[src/hdl/bank_map_pkg.sv]
`default_nettype none
package bank_map_pkg;
	// special-register address of the bank select register
	localparam logic [7:0] sel_addr = 8'h84;
	localparam logic [7:0] sel_reset = 8'h00;
	localparam logic [7:0] sel_write_mask = 8'h33;
	// field positions
	localparam int fetch_lsb = 0;
	localparam int const_lsb = 4;
	localparam int upper_bit = 15;
	localparam int bank_w = 2;
	localparam int phys_w = 17;
	// lock byte location per flash size
	localparam logic [16:0] lock_128k = 17'h1FFFF;
	localparam logic [16:0] lock_64k = 17'h0FFFF;
	localparam logic [16:0] lock_32k = 17'h07FFF;
	localparam logic [16:0] lock_16k = 17'h03FFF;
	localparam int flash_128k = 131072;
	localparam int flash_64k = 65536;
	localparam int flash_32k = 32768;

	// one flash access request
	typedef struct packed {
		logic valid;
		logic [15:0] addr;
	} access_s;

	// mapped flash access
	typedef struct packed {
		logic valid;
		logic [16:0] addr;
		logic lock;
		logic reserved;
	} flash_s;
endpackage
`default_nettype wire

[src/hdl/code_bank_address_mapper.sv]
// Contract
// - four 32 kB banks behind 64 kB window
// - lower half always reaches bank 0
// - upper half goes to selected bank
// - fetch field bits 1:0 picks fetch bank
// - constant field bits 5:4 picks data bank
// - fetch field writes only from bank 0
// - reserved bits read zero, written zero
// - register at 0x84 on every page
// - top flash byte is lock byte
// - small parts map flash directly
`timescale 1ns/1ps
`default_nettype none
module code_bank_address_mapper #(
	parameter int flash_bytes = 131072
) (
	// clock and reset
	input wire logic clk,
	input wire logic rst_b,
	// special-register port from the core
	input wire logic sfr_wr,
	input wire logic sfr_rd,
	input wire logic [7:0] sfr_addr,
	input wire logic [7:0] sfr_wdata,
	input wire logic exec_in_bank0,
	output logic [7:0] sfr_rdata,
	output logic sfr_hit,
	// fetch path
	input wire bank_map_pkg::access_s fetch_req,
	output bank_map_pkg::flash_s fetch_out,
	// constant read and flash write path
	input wire bank_map_pkg::access_s const_req,
	output bank_map_pkg::flash_s const_out,
	// current field values
	output logic [1:0] fetch_bank,
	output logic [1:0] const_bank
);
	logic sel_match;
	logic [1:0] next_fetch_bank;
	logic [1:0] next_const_bank;
	logic [7:0] next_sfr_rdata;
	logic next_sfr_hit;
	bank_map_pkg::flash_s fetch_map;
	bank_map_pkg::flash_s const_map;
	// small parts map flash directly
	localparam bit banked = flash_bytes > bank_map_pkg::flash_64k;
	// lock byte location for this size, for the checks
	localparam logic [16:0] top_loc =
		(flash_bytes >= bank_map_pkg::flash_128k) ?
		bank_map_pkg::lock_128k :
		(flash_bytes >= bank_map_pkg::flash_64k) ?
		bank_map_pkg::lock_64k :
		(flash_bytes >= bank_map_pkg::flash_32k) ?
		bank_map_pkg::lock_32k :
		bank_map_pkg::lock_16k;

	// decode ignores paging entirely
	assign sel_match = (sfr_addr == bank_map_pkg::sel_addr);

	// field updates; fetch field only from bank 0 code
	always_comb begin
		next_fetch_bank = fetch_bank;
		next_const_bank = const_bank;
		if (sfr_wr && sel_match) begin
			next_const_bank = sfr_wdata[bank_map_pkg::const_lsb +: 2];
			if (exec_in_bank0) begin
				next_fetch_bank = sfr_wdata[bank_map_pkg::fetch_lsb +: 2];
			end
		end
	end

	// field write checks
	chk_fetch_write: assert property (
		@(posedge clk) disable iff (!rst_b)
		sfr_wr && sel_match && exec_in_bank0 |=>
		fetch_bank == $past(sfr_wdata[1:0]))
		else $error("fetch field not written");
	chk_fetch_guard: assert property (
		@(posedge clk) disable iff (!rst_b)
		sfr_wr && !exec_in_bank0 |=>
		$stable(fetch_bank))
		else $error("fetch field changed outside bank 0");
	chk_const_write: assert property (
		@(posedge clk) disable iff (!rst_b)
		sfr_wr && sel_match |=>
		const_bank == $past(sfr_wdata[5:4]))
		else $error("constant field not written");
	chk_miss_hold: assert property (
		@(posedge clk) disable iff (!rst_b)
		!(sfr_wr && sel_match) |=>
		$stable(fetch_bank) && $stable(const_bank))
		else $error("field changed without a register write");

	// read data; reserved bits stay zero
	always_comb begin
		next_sfr_rdata = 8'h00;
		next_sfr_hit = sfr_rd && sel_match;
		if (sfr_rd && sel_match) begin
			next_sfr_rdata[bank_map_pkg::fetch_lsb +: 2] = fetch_bank;
			next_sfr_rdata[bank_map_pkg::const_lsb +: 2] = const_bank;
		end
	end

	// read port checks; a read beside a write returns the old value
	chk_reserved_zero: assert property (
		@(posedge clk) disable iff (!rst_b)
		(sfr_rdata & ~bank_map_pkg::sel_write_mask) == 8'h00)
		else $error("reserved bits read nonzero");
	chk_read_hit: assert property (
		@(posedge clk) disable iff (!rst_b)
		sfr_rd && sel_match |=>
		sfr_hit && sfr_rdata ==
		{2'h0, $past(const_bank), 2'h0, $past(fetch_bank)})
		else $error("register read wrong");
	chk_idle_read: assert property (
		@(posedge clk) disable iff (!rst_b)
		!(sfr_rd && sel_match) |=>
		!sfr_hit && sfr_rdata == 8'h00)
		else $error("read data without a register read");

	// register state
	always_ff @(posedge clk or negedge rst_b) begin
		if (!rst_b) begin
			fetch_bank <= bank_map_pkg::sel_reset[1:0];
			const_bank <= bank_map_pkg::sel_reset[5:4];
			sfr_rdata <= 8'h00;
			sfr_hit <= 1'b0;
			fetch_out <= '0;
			const_out <= '0;
		end else begin
			fetch_bank <= next_fetch_bank;
			const_bank <= next_const_bank;
			sfr_rdata <= next_sfr_rdata;
			sfr_hit <= next_sfr_hit;
			fetch_out <= fetch_map;
			const_out <= const_map;
		end
	end

	// fetch translation uses committed fetch field
	bank_translate #(.flash_bytes(flash_bytes)) u_fetch (
		.req(fetch_req),
		.bank(fetch_bank),
		.res(fetch_map)
	);

	// constant translation uses constant field
	bank_translate #(.flash_bytes(flash_bytes)) u_const (
		.req(const_req),
		.bank(const_bank),
		.res(const_map)
	);

	// bank routing on the registered outputs
	chk_lower_bank0: assert property (
		@(posedge clk) disable iff (!rst_b)
		fetch_req.valid && !fetch_req.addr[15] |=>
		fetch_out.addr[16:15] == 2'h0)
		else $error("lower half fetch left bank 0");
	chk_lower_const: assert property (
		@(posedge clk) disable iff (!rst_b)
		const_req.valid && !const_req.addr[15] |=>
		const_out.addr[16:15] == 2'h0)
		else $error("lower half constant access left bank 0");
	chk_upper_fetch: assert property (
		@(posedge clk) disable iff (!rst_b)
		banked && fetch_req.valid && fetch_req.addr[15] |=>
		fetch_out.addr[16:15] == $past(fetch_bank))
		else $error("upper fetch bank wrong");
	chk_upper_const: assert property (
		@(posedge clk) disable iff (!rst_b)
		banked && const_req.valid && const_req.addr[15] |=>
		const_out.addr[16:15] == $past(const_bank))
		else $error("upper constant bank wrong");
	chk_direct_map: assert property (
		@(posedge clk) disable iff (!rst_b)
		!banked && fetch_req.valid |=>
		fetch_out.addr == {1'b0, $past(fetch_req.addr)})
		else $error("small part fetch not mapped directly");
	chk_valid_follow: assert property (
		@(posedge clk) disable iff (!rst_b)
		1'b1 |=> fetch_out.valid == $past(fetch_req.valid) &&
		const_out.valid == $past(const_req.valid))
		else $error("mapped valid does not follow request");
	// offset within a bank is kept
	chk_fetch_offset: assert property (
		@(posedge clk) disable iff (!rst_b)
		fetch_req.valid |=>
		fetch_out.addr[14:0] == $past(fetch_req.addr[14:0]))
		else $error("fetch offset changed");
	chk_const_offset: assert property (
		@(posedge clk) disable iff (!rst_b)
		const_req.valid |=>
		const_out.addr[14:0] == $past(const_req.addr[14:0]))
		else $error("constant offset changed");
	// lock byte flags
	chk_lock_flag: assert property (
		@(posedge clk) disable iff (!rst_b)
		const_out.lock |-> !const_out.reserved)
		else $error("lock byte marked reserved");
	chk_lock_place: assert property (
		@(posedge clk) disable iff (!rst_b)
		fetch_out.valid |->
		fetch_out.lock == (fetch_out.addr == top_loc) &&
		fetch_out.reserved == (fetch_out.addr > top_loc))
		else $error("lock byte flags wrong");
	// switch timing
	chk_new_fetch: assert property (
		@(posedge clk) disable iff (!rst_b)
		banked && sfr_wr && sel_match && exec_in_bank0 ##1
		fetch_req.valid && fetch_req.addr[15] |=>
		fetch_out.addr[16:15] == $past(sfr_wdata[1:0], 2))
		else $error("new fetch bank not used");
	chk_new_const: assert property (
		@(posedge clk) disable iff (!rst_b)
		banked && sfr_wr && sel_match ##1
		const_req.valid && const_req.addr[15] |=>
		const_out.addr[16:15] == $past(sfr_wdata[5:4], 2))
		else $error("new constant bank not used");
endmodule
`default_nettype wire

[src/hdl/bank_translate.sv]
`timescale 1ns/1ps
`default_nettype none
module bank_translate #(
	parameter int flash_bytes = 131072
) (
	// logical request and selected bank
	input wire bank_map_pkg::access_s req,
	input wire logic [1:0] bank,
	// mapped result
	output bank_map_pkg::flash_s res
);
	logic [16:0] lock_loc;

	// lock byte location for this size
	always_comb begin
		if (flash_bytes >= bank_map_pkg::flash_128k) begin
			lock_loc = bank_map_pkg::lock_128k;
		end else if (flash_bytes >= bank_map_pkg::flash_64k) begin
			lock_loc = bank_map_pkg::lock_64k;
		end else if (flash_bytes >= bank_map_pkg::flash_32k) begin
			lock_loc = bank_map_pkg::lock_32k;
		end else begin
			lock_loc = bank_map_pkg::lock_16k;
		end
	end

	// lower half always bank 0, upper half the selected bank;
	// parts of 64 kB or less map straight through, no switching
	always_comb begin
		res.valid = req.valid;
		if (flash_bytes <= bank_map_pkg::flash_64k) begin
			res.addr = {1'b0, req.addr};
		end else if (!req.addr[bank_map_pkg::upper_bit]) begin
			res.addr = {2'h0, req.addr[14:0]};
		end else begin
			res.addr = {bank, req.addr[14:0]};
		end
		res.lock = (res.addr == lock_loc);
		res.reserved = (res.addr > lock_loc);
	end
endmodule
`default_nettype wire

[config.mk]
export PLATFORM = sky130hd
export DESIGN_NAME = code_bank_address_mapper
export DESIGN_NICKNAME = d
export VERILOG_FILES = /design/src/hdl/bank_map_pkg.sv /design/src/hdl/code_bank_address_mapper.sv /design/src/hdl/bank_translate.sv
export SDC_FILE = /design/constraint.sdc
export NUM_CORES = 1
export LEC_CHECK = 0
export BUFFER_PORTS_ARGS = -buffer_cell sky130_fd_sc_hd__buf_2
export CAP_MARGIN = 25
export CORE_UTILIZATION = 39
export CTS_CLUSTER_SIZE = 24
export DETAILED_ROUTE_END_ITERATION = 10
export PLACE_DENSITY = 0.77
export SETUP_SLACK_MARGIN = 0.1
export SLEW_MARGIN = 25
export SYNTH_ARGS = -nofsm -noshare
export SYNTH_HDL_FRONTEND = slang
export SYNTH_SLANG_ARGS = --single-unit
[constraint.sdc]
create_clock -name clk -period 0.9 [get_ports clk]
set_input_delay 0.18 -clock clk [delete_from_list [all_inputs] [get_ports clk]]
set_output_delay 0.18 -clock clk [all_outputs]
set_load 0.01 [all_outputs]
=== Yosys cells after proc, flatten, opt, wreduce, memory -nomap -nowiden ===
Index checks and enable logic that the tools add are counted.

* Magnitude comparators: 2
* Reductions and logical operators: 3
* Muxes and demuxes: 4
* Eq/ne operators: 3

{| class="wikitable"
|+ Operators by type and width
! operator !! number
|-
| == test 17 bit (second input constant) || 2
|-
| greater-than comparator 17 bit (second input constant) || 2
|-
| two-way mux 17 bit || 2
|-
| == test 8 bit (second input constant) || 1
|-
| two-way mux 2 bit || 2
|-
| logical AND 1 bit || 2
|-
| AND reduction 2 bit || 1
|}

* Register bits: 49
* Input port bits: 55

=== Logic depth before layout (Yosys ltp) ===
Gate-level depths: netlist of the first run.

* Depth in word-level cells: 3
* Depth in mapped cells: 3
* Mapped depth without buffers: 3

=== Hierarchy ===
Synthesis of the first run repeated with hierarchy kept, for this count alone.

* Cells, all modules: 124
* Area, all modules: 1,778.0 µm²

{| class="wikitable"
|+ By module, submodules not included
! module !! instances !! cells each !! area each (µm²) !! seq. area each (µm²)
|-
| code_bank_address_mapper || 1 || 72 || 1,402.6 || 1,226.2
|-
| bank_translate || 2 || 26 || 187.7 || 0.0
|}

=== Worst setup path after synthesis of the first run ===
No wires, ideal clock.

* Path kind: input to register
* From: input port sfr_addr[1]
* To: register fetch_bank[0]
* Buffers on the path: 0
* Arrival time: 0.897 ns
* Stages: 3
* Slack: -0.122 ns
* Library setup time: 0.125 ns
* Cell sequence: nor4b_4 nand4_1 mux2_2

* Word-level cells in the longest chain between the ends: 3

{| class="wikitable"
|+ Ends and longest elaborated chain
! item !! RTL line !! text
|-
| start: declaration || code_bank_address_mapper.sv:23 || <nowiki>input wire logic [7:0] sfr_addr,</nowiki>
|-
| == test 8 bit || code_bank_address_mapper.sv:58 || <nowiki>assign sel_match = (sfr_addr == bank_map_pkg::sel_addr);</nowiki>
|-
| logical AND 1 bit || code_bank_address_mapper.sv:64 || <nowiki>if (sfr_wr && sel_match) begin</nowiki>
|-
| AND reduction 2 bit (no line) || n/a ||
|-
| end signal: assignment || code_bank_address_mapper.sv:124 || <nowiki>fetch_bank <= bank_map_pkg::sel_reset[1:0];</nowiki>
|-
| end signal: assignment || code_bank_address_mapper.sv:131 || <nowiki>fetch_bank <= next_fetch_bank;</nowiki>
|-
| end: declaration || code_bank_address_mapper.sv:35 || <nowiki>output logic [1:0] fetch_bank,</nowiki>
|}

No other way between the ends.
A chain may end at the register's enable or synchronous reset.

=== Worst setup path in the final report of the first run ===
* From: register fetch_bank[0]
* To: output port fetch_bank[0]

No word-level cell between the ends.

==> reports/qor.txt, run 1 <==
synthesis-to-layout area growth - 76.9%
yosys warns - 0
Mapped Cells - 88
vias in the first global route - 1216
clock group share of total power - 38.6%
DR vias/cell - 4.31
Yosys top cell by area - dfrtp_1
synthesized area per cell - 17.1 µm²
Clock Pin Slew Worst Setup and Hold Paths - 0.08 ns
share of the yosys chip area belonging to registers - 81.6%
Root Buffer - clkbuf_8
finished layout cell area - 2660 µm²
row cnt - 22
sw power - 922 µW
min-delay src - sfr_wdata[1]
fillcell total - 284
Port Buffers - 99
Avg WL per Cell - 13.1 µm
R2R Path Start - fetch_bank[0]
critical path required time - 0.72 ns
DRT antenna net count - 0
number of I/O pins - 108
Worst Path Arrival - 0.85 ns
Die Y - 64.1 µm
count of final max-slew check failures - 0
Synth Area in XOR/XNOR - 0%
max-cap viol count - 0
final antenna diode count - 0
Yosys reg bits - 49
sink of the worst hold path - fetch_bank[1]
critical path type - reg2out
fin crit period - 1.03 ns
CP startpoint - fetch_bank[0]
reg2reg end - fetch_bank[0]
PwrDens - 1730 nW/µm²
Yosys top cell area share - 81.6%
die area - 4100 µm²
CTS tree - yes
largest family of logic cells by synthesized area - simple AND/OR/NAND/NOR gates
CP max stage delay - 0.41 ns
Flop pwr share - 50.2%
gr usage total - 18.2%
drt first-iter violations - 39
worst reg-to-reg path cell count - 2
routability cong. - 0.699
antenna violations before repair - 0
synthesized area - 1500 µm²
# setup viols final - 53
first-pass GRT wire length - 5.42 mm
Chip Width - 64.1 µm
H-tree depth - 2
Synth Area in Simple Gates - 11.9%
placed cell count - 238
largest net degree at the start of global routing - 50
outcome - complete, but fails checks
Worst Skew - 0.00319 ns
Initial Util - 40.7%
final hold vios - 0
core area - 3690 µm²
total CTS buffers - 5
failing checks - negative setup slack
leading cell type in the layout, fill and taps excluded - buf_2
Crit path buffers/inverters - 1
first drt pass iteration count - 4
placed cell area - 2070 µm²
Routed WL - 3.73 mm
P_leak - 1.38 nW
adder-cell share of the synthesized area - 0%
Hold Path Cell Cnt - 2
Unique masters post-synth - 13
RSZ-0062 raised after global routing - yes
R2R setup slack - -0.02 ns
Power Internal - 3.68 mW
post-layout instance count excluding filler cells - 284
post-synthesis compound-gate area fraction - 0%
Max Clk Rate - 969 MHz
vias - 1225
fin nets - 290
share of cells above drive strength 1 - 54.2%
switching share of power - 20.1%
post-synthesis mux area share - 3.00%
PnR worst setup slack - -0.132 ns
slowest CP cell - dfrtp_1
CP Cell Sequence - buf_2
worst-path fanout max - 3
CP top delay family - flip-flops
CP Launch Type - flop
GRT overflow - 0
Detailed Place HPWL - 2.35 mm
Clock Latency Late Sink - 0.29 ns
commonest non-fill, non-tap cells in the layout - buf_2, dfrtp_1, dlygate4sd3_1
Final Power - 4.60 mW
clk sinks - 49
combinational fraction of design power - 11.1%
Residual DRC - 0
CTS Buffer Depth - 2
Max rail drop VDD - 862 µV
Hold Crit Class - in2reg
Setup Slack @ Placement - -0.329 ns
period utilisation layout - 115%
CP endpoint kind - primary output
largest cells by area after synthesis - dfrtp_1, nor4b_4, mux2_2
power groups by stage:
stage               registers (mW)  clock network (mW)  logic (mW)
floorplan                     2.41                   0      0.0461
global placement              2.35                   0       0.354
detailed placement            2.36                   0       0.362
CTS                           2.31                1.81       0.451
global route                  2.32                1.94       0.555
finish                        2.31                1.78       0.512
per-stage QoR:
step                utilization (%)  setup TNS, ns  hold slack, ns
finish                         72.0          -3.65           0.114
global route                   72.0          -5.87           0.105
CTS                            67.1          -4.04        0.000187
detailed placement             56.2          -2.23           0.182
global placement               56.2          -1.79           0.179
floorplan                         -         -0.441          -0.116
flip-flops by register name, summed over array words and instances, names as in the netlist:
name        count
const_out      20
fetch_out      20
sfr_rdata       4
const_bank      2
fetch_bank      2
sfr_hit         1
routing by layer:
layer / part of all wire, % / vias to the layer above / GRT usage [%] / routed length, µm
met3: 4.7 / 5 / 5.36 / 176
met4: 1.2 / 0 / 5.11 / 46
met5: 0 / - / 0 / 0
met1: 34 / 592 / 18.5 / 1280
li1: - / 580 / - / -
met2: 60 / 48 / 35.5 / 2220
how the worst max path moves through the flow:
stage                    endpoint  cells past startpoint
floorplan           fetch_bank[0]                      3
global placement    fetch_bank[1]                      4
detailed placement  fetch_bank[0]                      4
CTS                 const_bank[1]                      1
global route        const_bank[1]                      1
finish              fetch_bank[0]                      1
cell usage after synthesis:
cell type / number
dfrtp_1: 49
nand4_1: 7
inv_1: 5
and2_1: 4
buf_4: 4
mux2_2: 4
nor2_1: 4
and4_1: 2
nand2_1: 2
nand3_1: 2
nor4_1: 2
nor4b_4: 2
conb_1: 1
cell type report:
cell class	count	area, µm²	area share [%]
clock buffer	5	68.8	2.59
tap	48	60.1	2.26
clock inverter	3	65.1	2.45
multi-input combinational	35	277	10.4
timing repair buffer	139	942	35.5
sequential	49	1230	46.1
inverter	5	18.8	0.706
cells by family after synthesis:
kind of cell  Yosys count
buf+inv                 9
mux                     4
simple gates           25
flops                  49
other cells             1
repair_timing:
item / 4_1_cts / 5_1_grt
buffers inserted: 5 / 0
gates resized for setup: 12 / 6
endpoints found under the hold margin: 66 / 15
setup endpoints to repair: 57 / 63
pin swaps: 4 / 2
hold buffers: 18 / 15
(Power assumes the default switching activity.)
==> inputs of run 2 (changes only) <==
- PLACE_DENSITY: 0.77 -> not set
- PLACE_DENSITY_LB_ADDON: not set -> 0.15
==> run 2 against run 1 <==
Effect of this change:
- die area unchanged
- maximum frequency increased by 0.37%
- the flow still finishes with violations (negative setup slack)
- utilization decreased by 2.1 points
- cell area decreased by 3.0%
==> reports/qor.txt, run 2 (synthesized netlist as in run 1, its figures left out) <==
vias in the first global route - 1170 (-3.8%)
max-cap viol count - 0 (unchanged)
Final Power - 4.07 mW (-12%)
setup tns final - -3.62 ns (+0.0296 ns)
CP Launch Type - flop
sink of the worst hold path - fetch_out[4]
Hold Crit Class - in2reg
outcome - complete, but fails checks
Setup Slack @ Placement - -0.355 ns (-0.0260 ns)
CTS tree - yes
CP endpoint kind - primary output
finished layout cell area - 2580 µm² (-3.0%)
PwrDens - 1580 nW/µm² (-8.9%)
Detailed Place HPWL - 2.38 mm (+1.4%)
first drt pass iteration count - 4 (unchanged)
Port Buffers - 99 (unchanged)
# setup viols final - 54 (+1.9%)
GRT overflow - 0 (unchanged)
period utilisation layout - 114% (-0.42 points)
share of cells above drive strength 1 - 56.1% (+1.8 points)
Clock Latency Late Sink - 0.29 ns (about the same)
R2R Path Start - fetch_bank[0]
antenna violations before repair - 0 (unchanged)
commonest non-fill, non-tap cells in the layout - buf_2, dfrtp_1, dlygate4sd3_1
critical path type - reg2out
first-pass GRT wire length - 5.22 mm (-3.7%)
row cnt - 22 (unchanged)
final hold vios - 0 (unchanged)
gr usage total - 17.3% (-0.91 points)
Clock Pin Slew Worst Setup and Hold Paths - 0.08 ns (about the same)
failing checks - negative setup slack
number of I/O pins - 108 (unchanged)
Worst Path Arrival - 0.85 ns (about the same)
fillcell total - 281 (-1.1%)
DR vias/cell - 4.35 (+0.91%)
CP top delay family - flip-flops
Root Buffer - clkbuf_8
min-delay src - fetch_req[2]
drt first-iter violations - 33 (-15%)
Post-Route Utilization - 69.9% (-2.1 points)
die area - 4100 µm² (unchanged)
vias - 1210 (-1.2%)
RSZ-0062 raised after global routing - yes
area of the multi-input gates - 294 µm² (+6.3%)
PnR worst setup slack - -0.128 ns (+0.00376 ns)
Routed WL - 3.56 mm (-4.5%)
R2R setup slack - -0.03 ns (about the same)
Die Y - 64.1 µm (unchanged)
P_leak - 1.34 nW (-3.3%)
Worst Skew - 0.00191 ns (-0.00128 ns)
CTS Buffer Depth - 2 (unchanged)
count of final max-slew check failures - 0 (unchanged)
reg2reg end - fetch_out[1]
worst reg-to-reg path cell count - 3 (+1)
final antenna diode count - 0 (unchanged)
Crit path buffers/inverters - 1 (unchanged)
Avg WL per Cell - 12.8 µm (-2.4%)
fin crit period - 1.03 ns (-0.00376 ns)
largest registers - const_out: 20 flops, fetch_out: 20 flops, sfr_rdata: 4 flops
CP Cell Sequence - buf_2
worst-path fanout max - 3 (unchanged)
routability cong. - 0.747 (+6.8%)
synthesis-to-layout area growth - 71.6%
DRT antenna net count - 0 (unchanged)
total CTS buffers - 5 (unchanged)
Hold Path Cell Cnt - 1 (-1)
Max Clk Rate - 972 MHz (+0.37%)
Max rail drop VDD - 1170 µV (+36%)
core area - 3690 µm² (unchanged)
critical path required time - 0.72 ns (about the same)
clk sinks - 49 (unchanged)
CP max stage delay - 0.41 ns (about the same)
fin nets - 285 (-1.7%)
sequential cell area - 1230 µm² (unchanged)
placed cell area - 2070 µm² (-0.36%)
Chip Width - 64.1 µm (unchanged)
leading cell type in the layout, fill and taps excluded - buf_2
Residual DRC - 0 (unchanged)
largest net degree at the start of global routing - 50 (unchanged)
slowest CP cell - dfrtp_1
H-tree depth - 2 (unchanged)
Initial Util - 40.7% (unchanged)
run 2: where the power goes:
group          internal (mW)  switching (mW)  total [mW]
sequential              2.29          0.0235        2.31
clock                  0.607           0.657        1.26
combinational          0.271           0.222       0.493
run 2: layer usage:
layer	share of wire, %	global-route usage (%)
met3	8.5	5.36
met2	52	30.2
met1	37	19.4
met4	1.7	7.67
met5	0	0
run 2: per-stage QoR:
stage                     hold WS, ns  std cells
after floorplan                -0.116         93
after global placement          0.179        237
after detailed placement        0.181        237
after CTS                   0.0000999        267
after global routing         -0.00182        278
final                         0.00764        278
run 2: layout make-up:
type,count,share of cell area [%]
clock buffers,6,3.20
clock inverters,1,0.291
inverters,5,0.728
multi-input cells,35,11.4
flip-flops and latches,49,47.5
well taps,48,2.33
repair buffers,134,34.5
run 2: timing repair:
item                       in CTS  in global routing
setup endpoints to repair      55                 60
buffers inserted                5                  2
hold buffers                   18                  9
gates resized for setup         8                 13
pin swaps                       3                  1
hold endpoints to repair       66                  9
run 2: how the worst max path moves through the flow:
stage / from / endpoint / slack (ns) / cells after the start
final: fetch_bank[0] / fetch_bank[0] / -0.13 / 1
after global routing: fetch_bank[0] / fetch_bank[0] / -0.16 / 1
after CTS: fetch_bank[1] / fetch_bank[1] / -0.14 / 1
after detailed placement: sfr_addr[1] / fetch_bank[0] / -0.35 / 4
after global placement: sfr_addr[1] / fetch_bank[0] / -0.27 / 4
after floorplan: sfr_addr[1] / fetch_bank[0] / -0.12 / 3
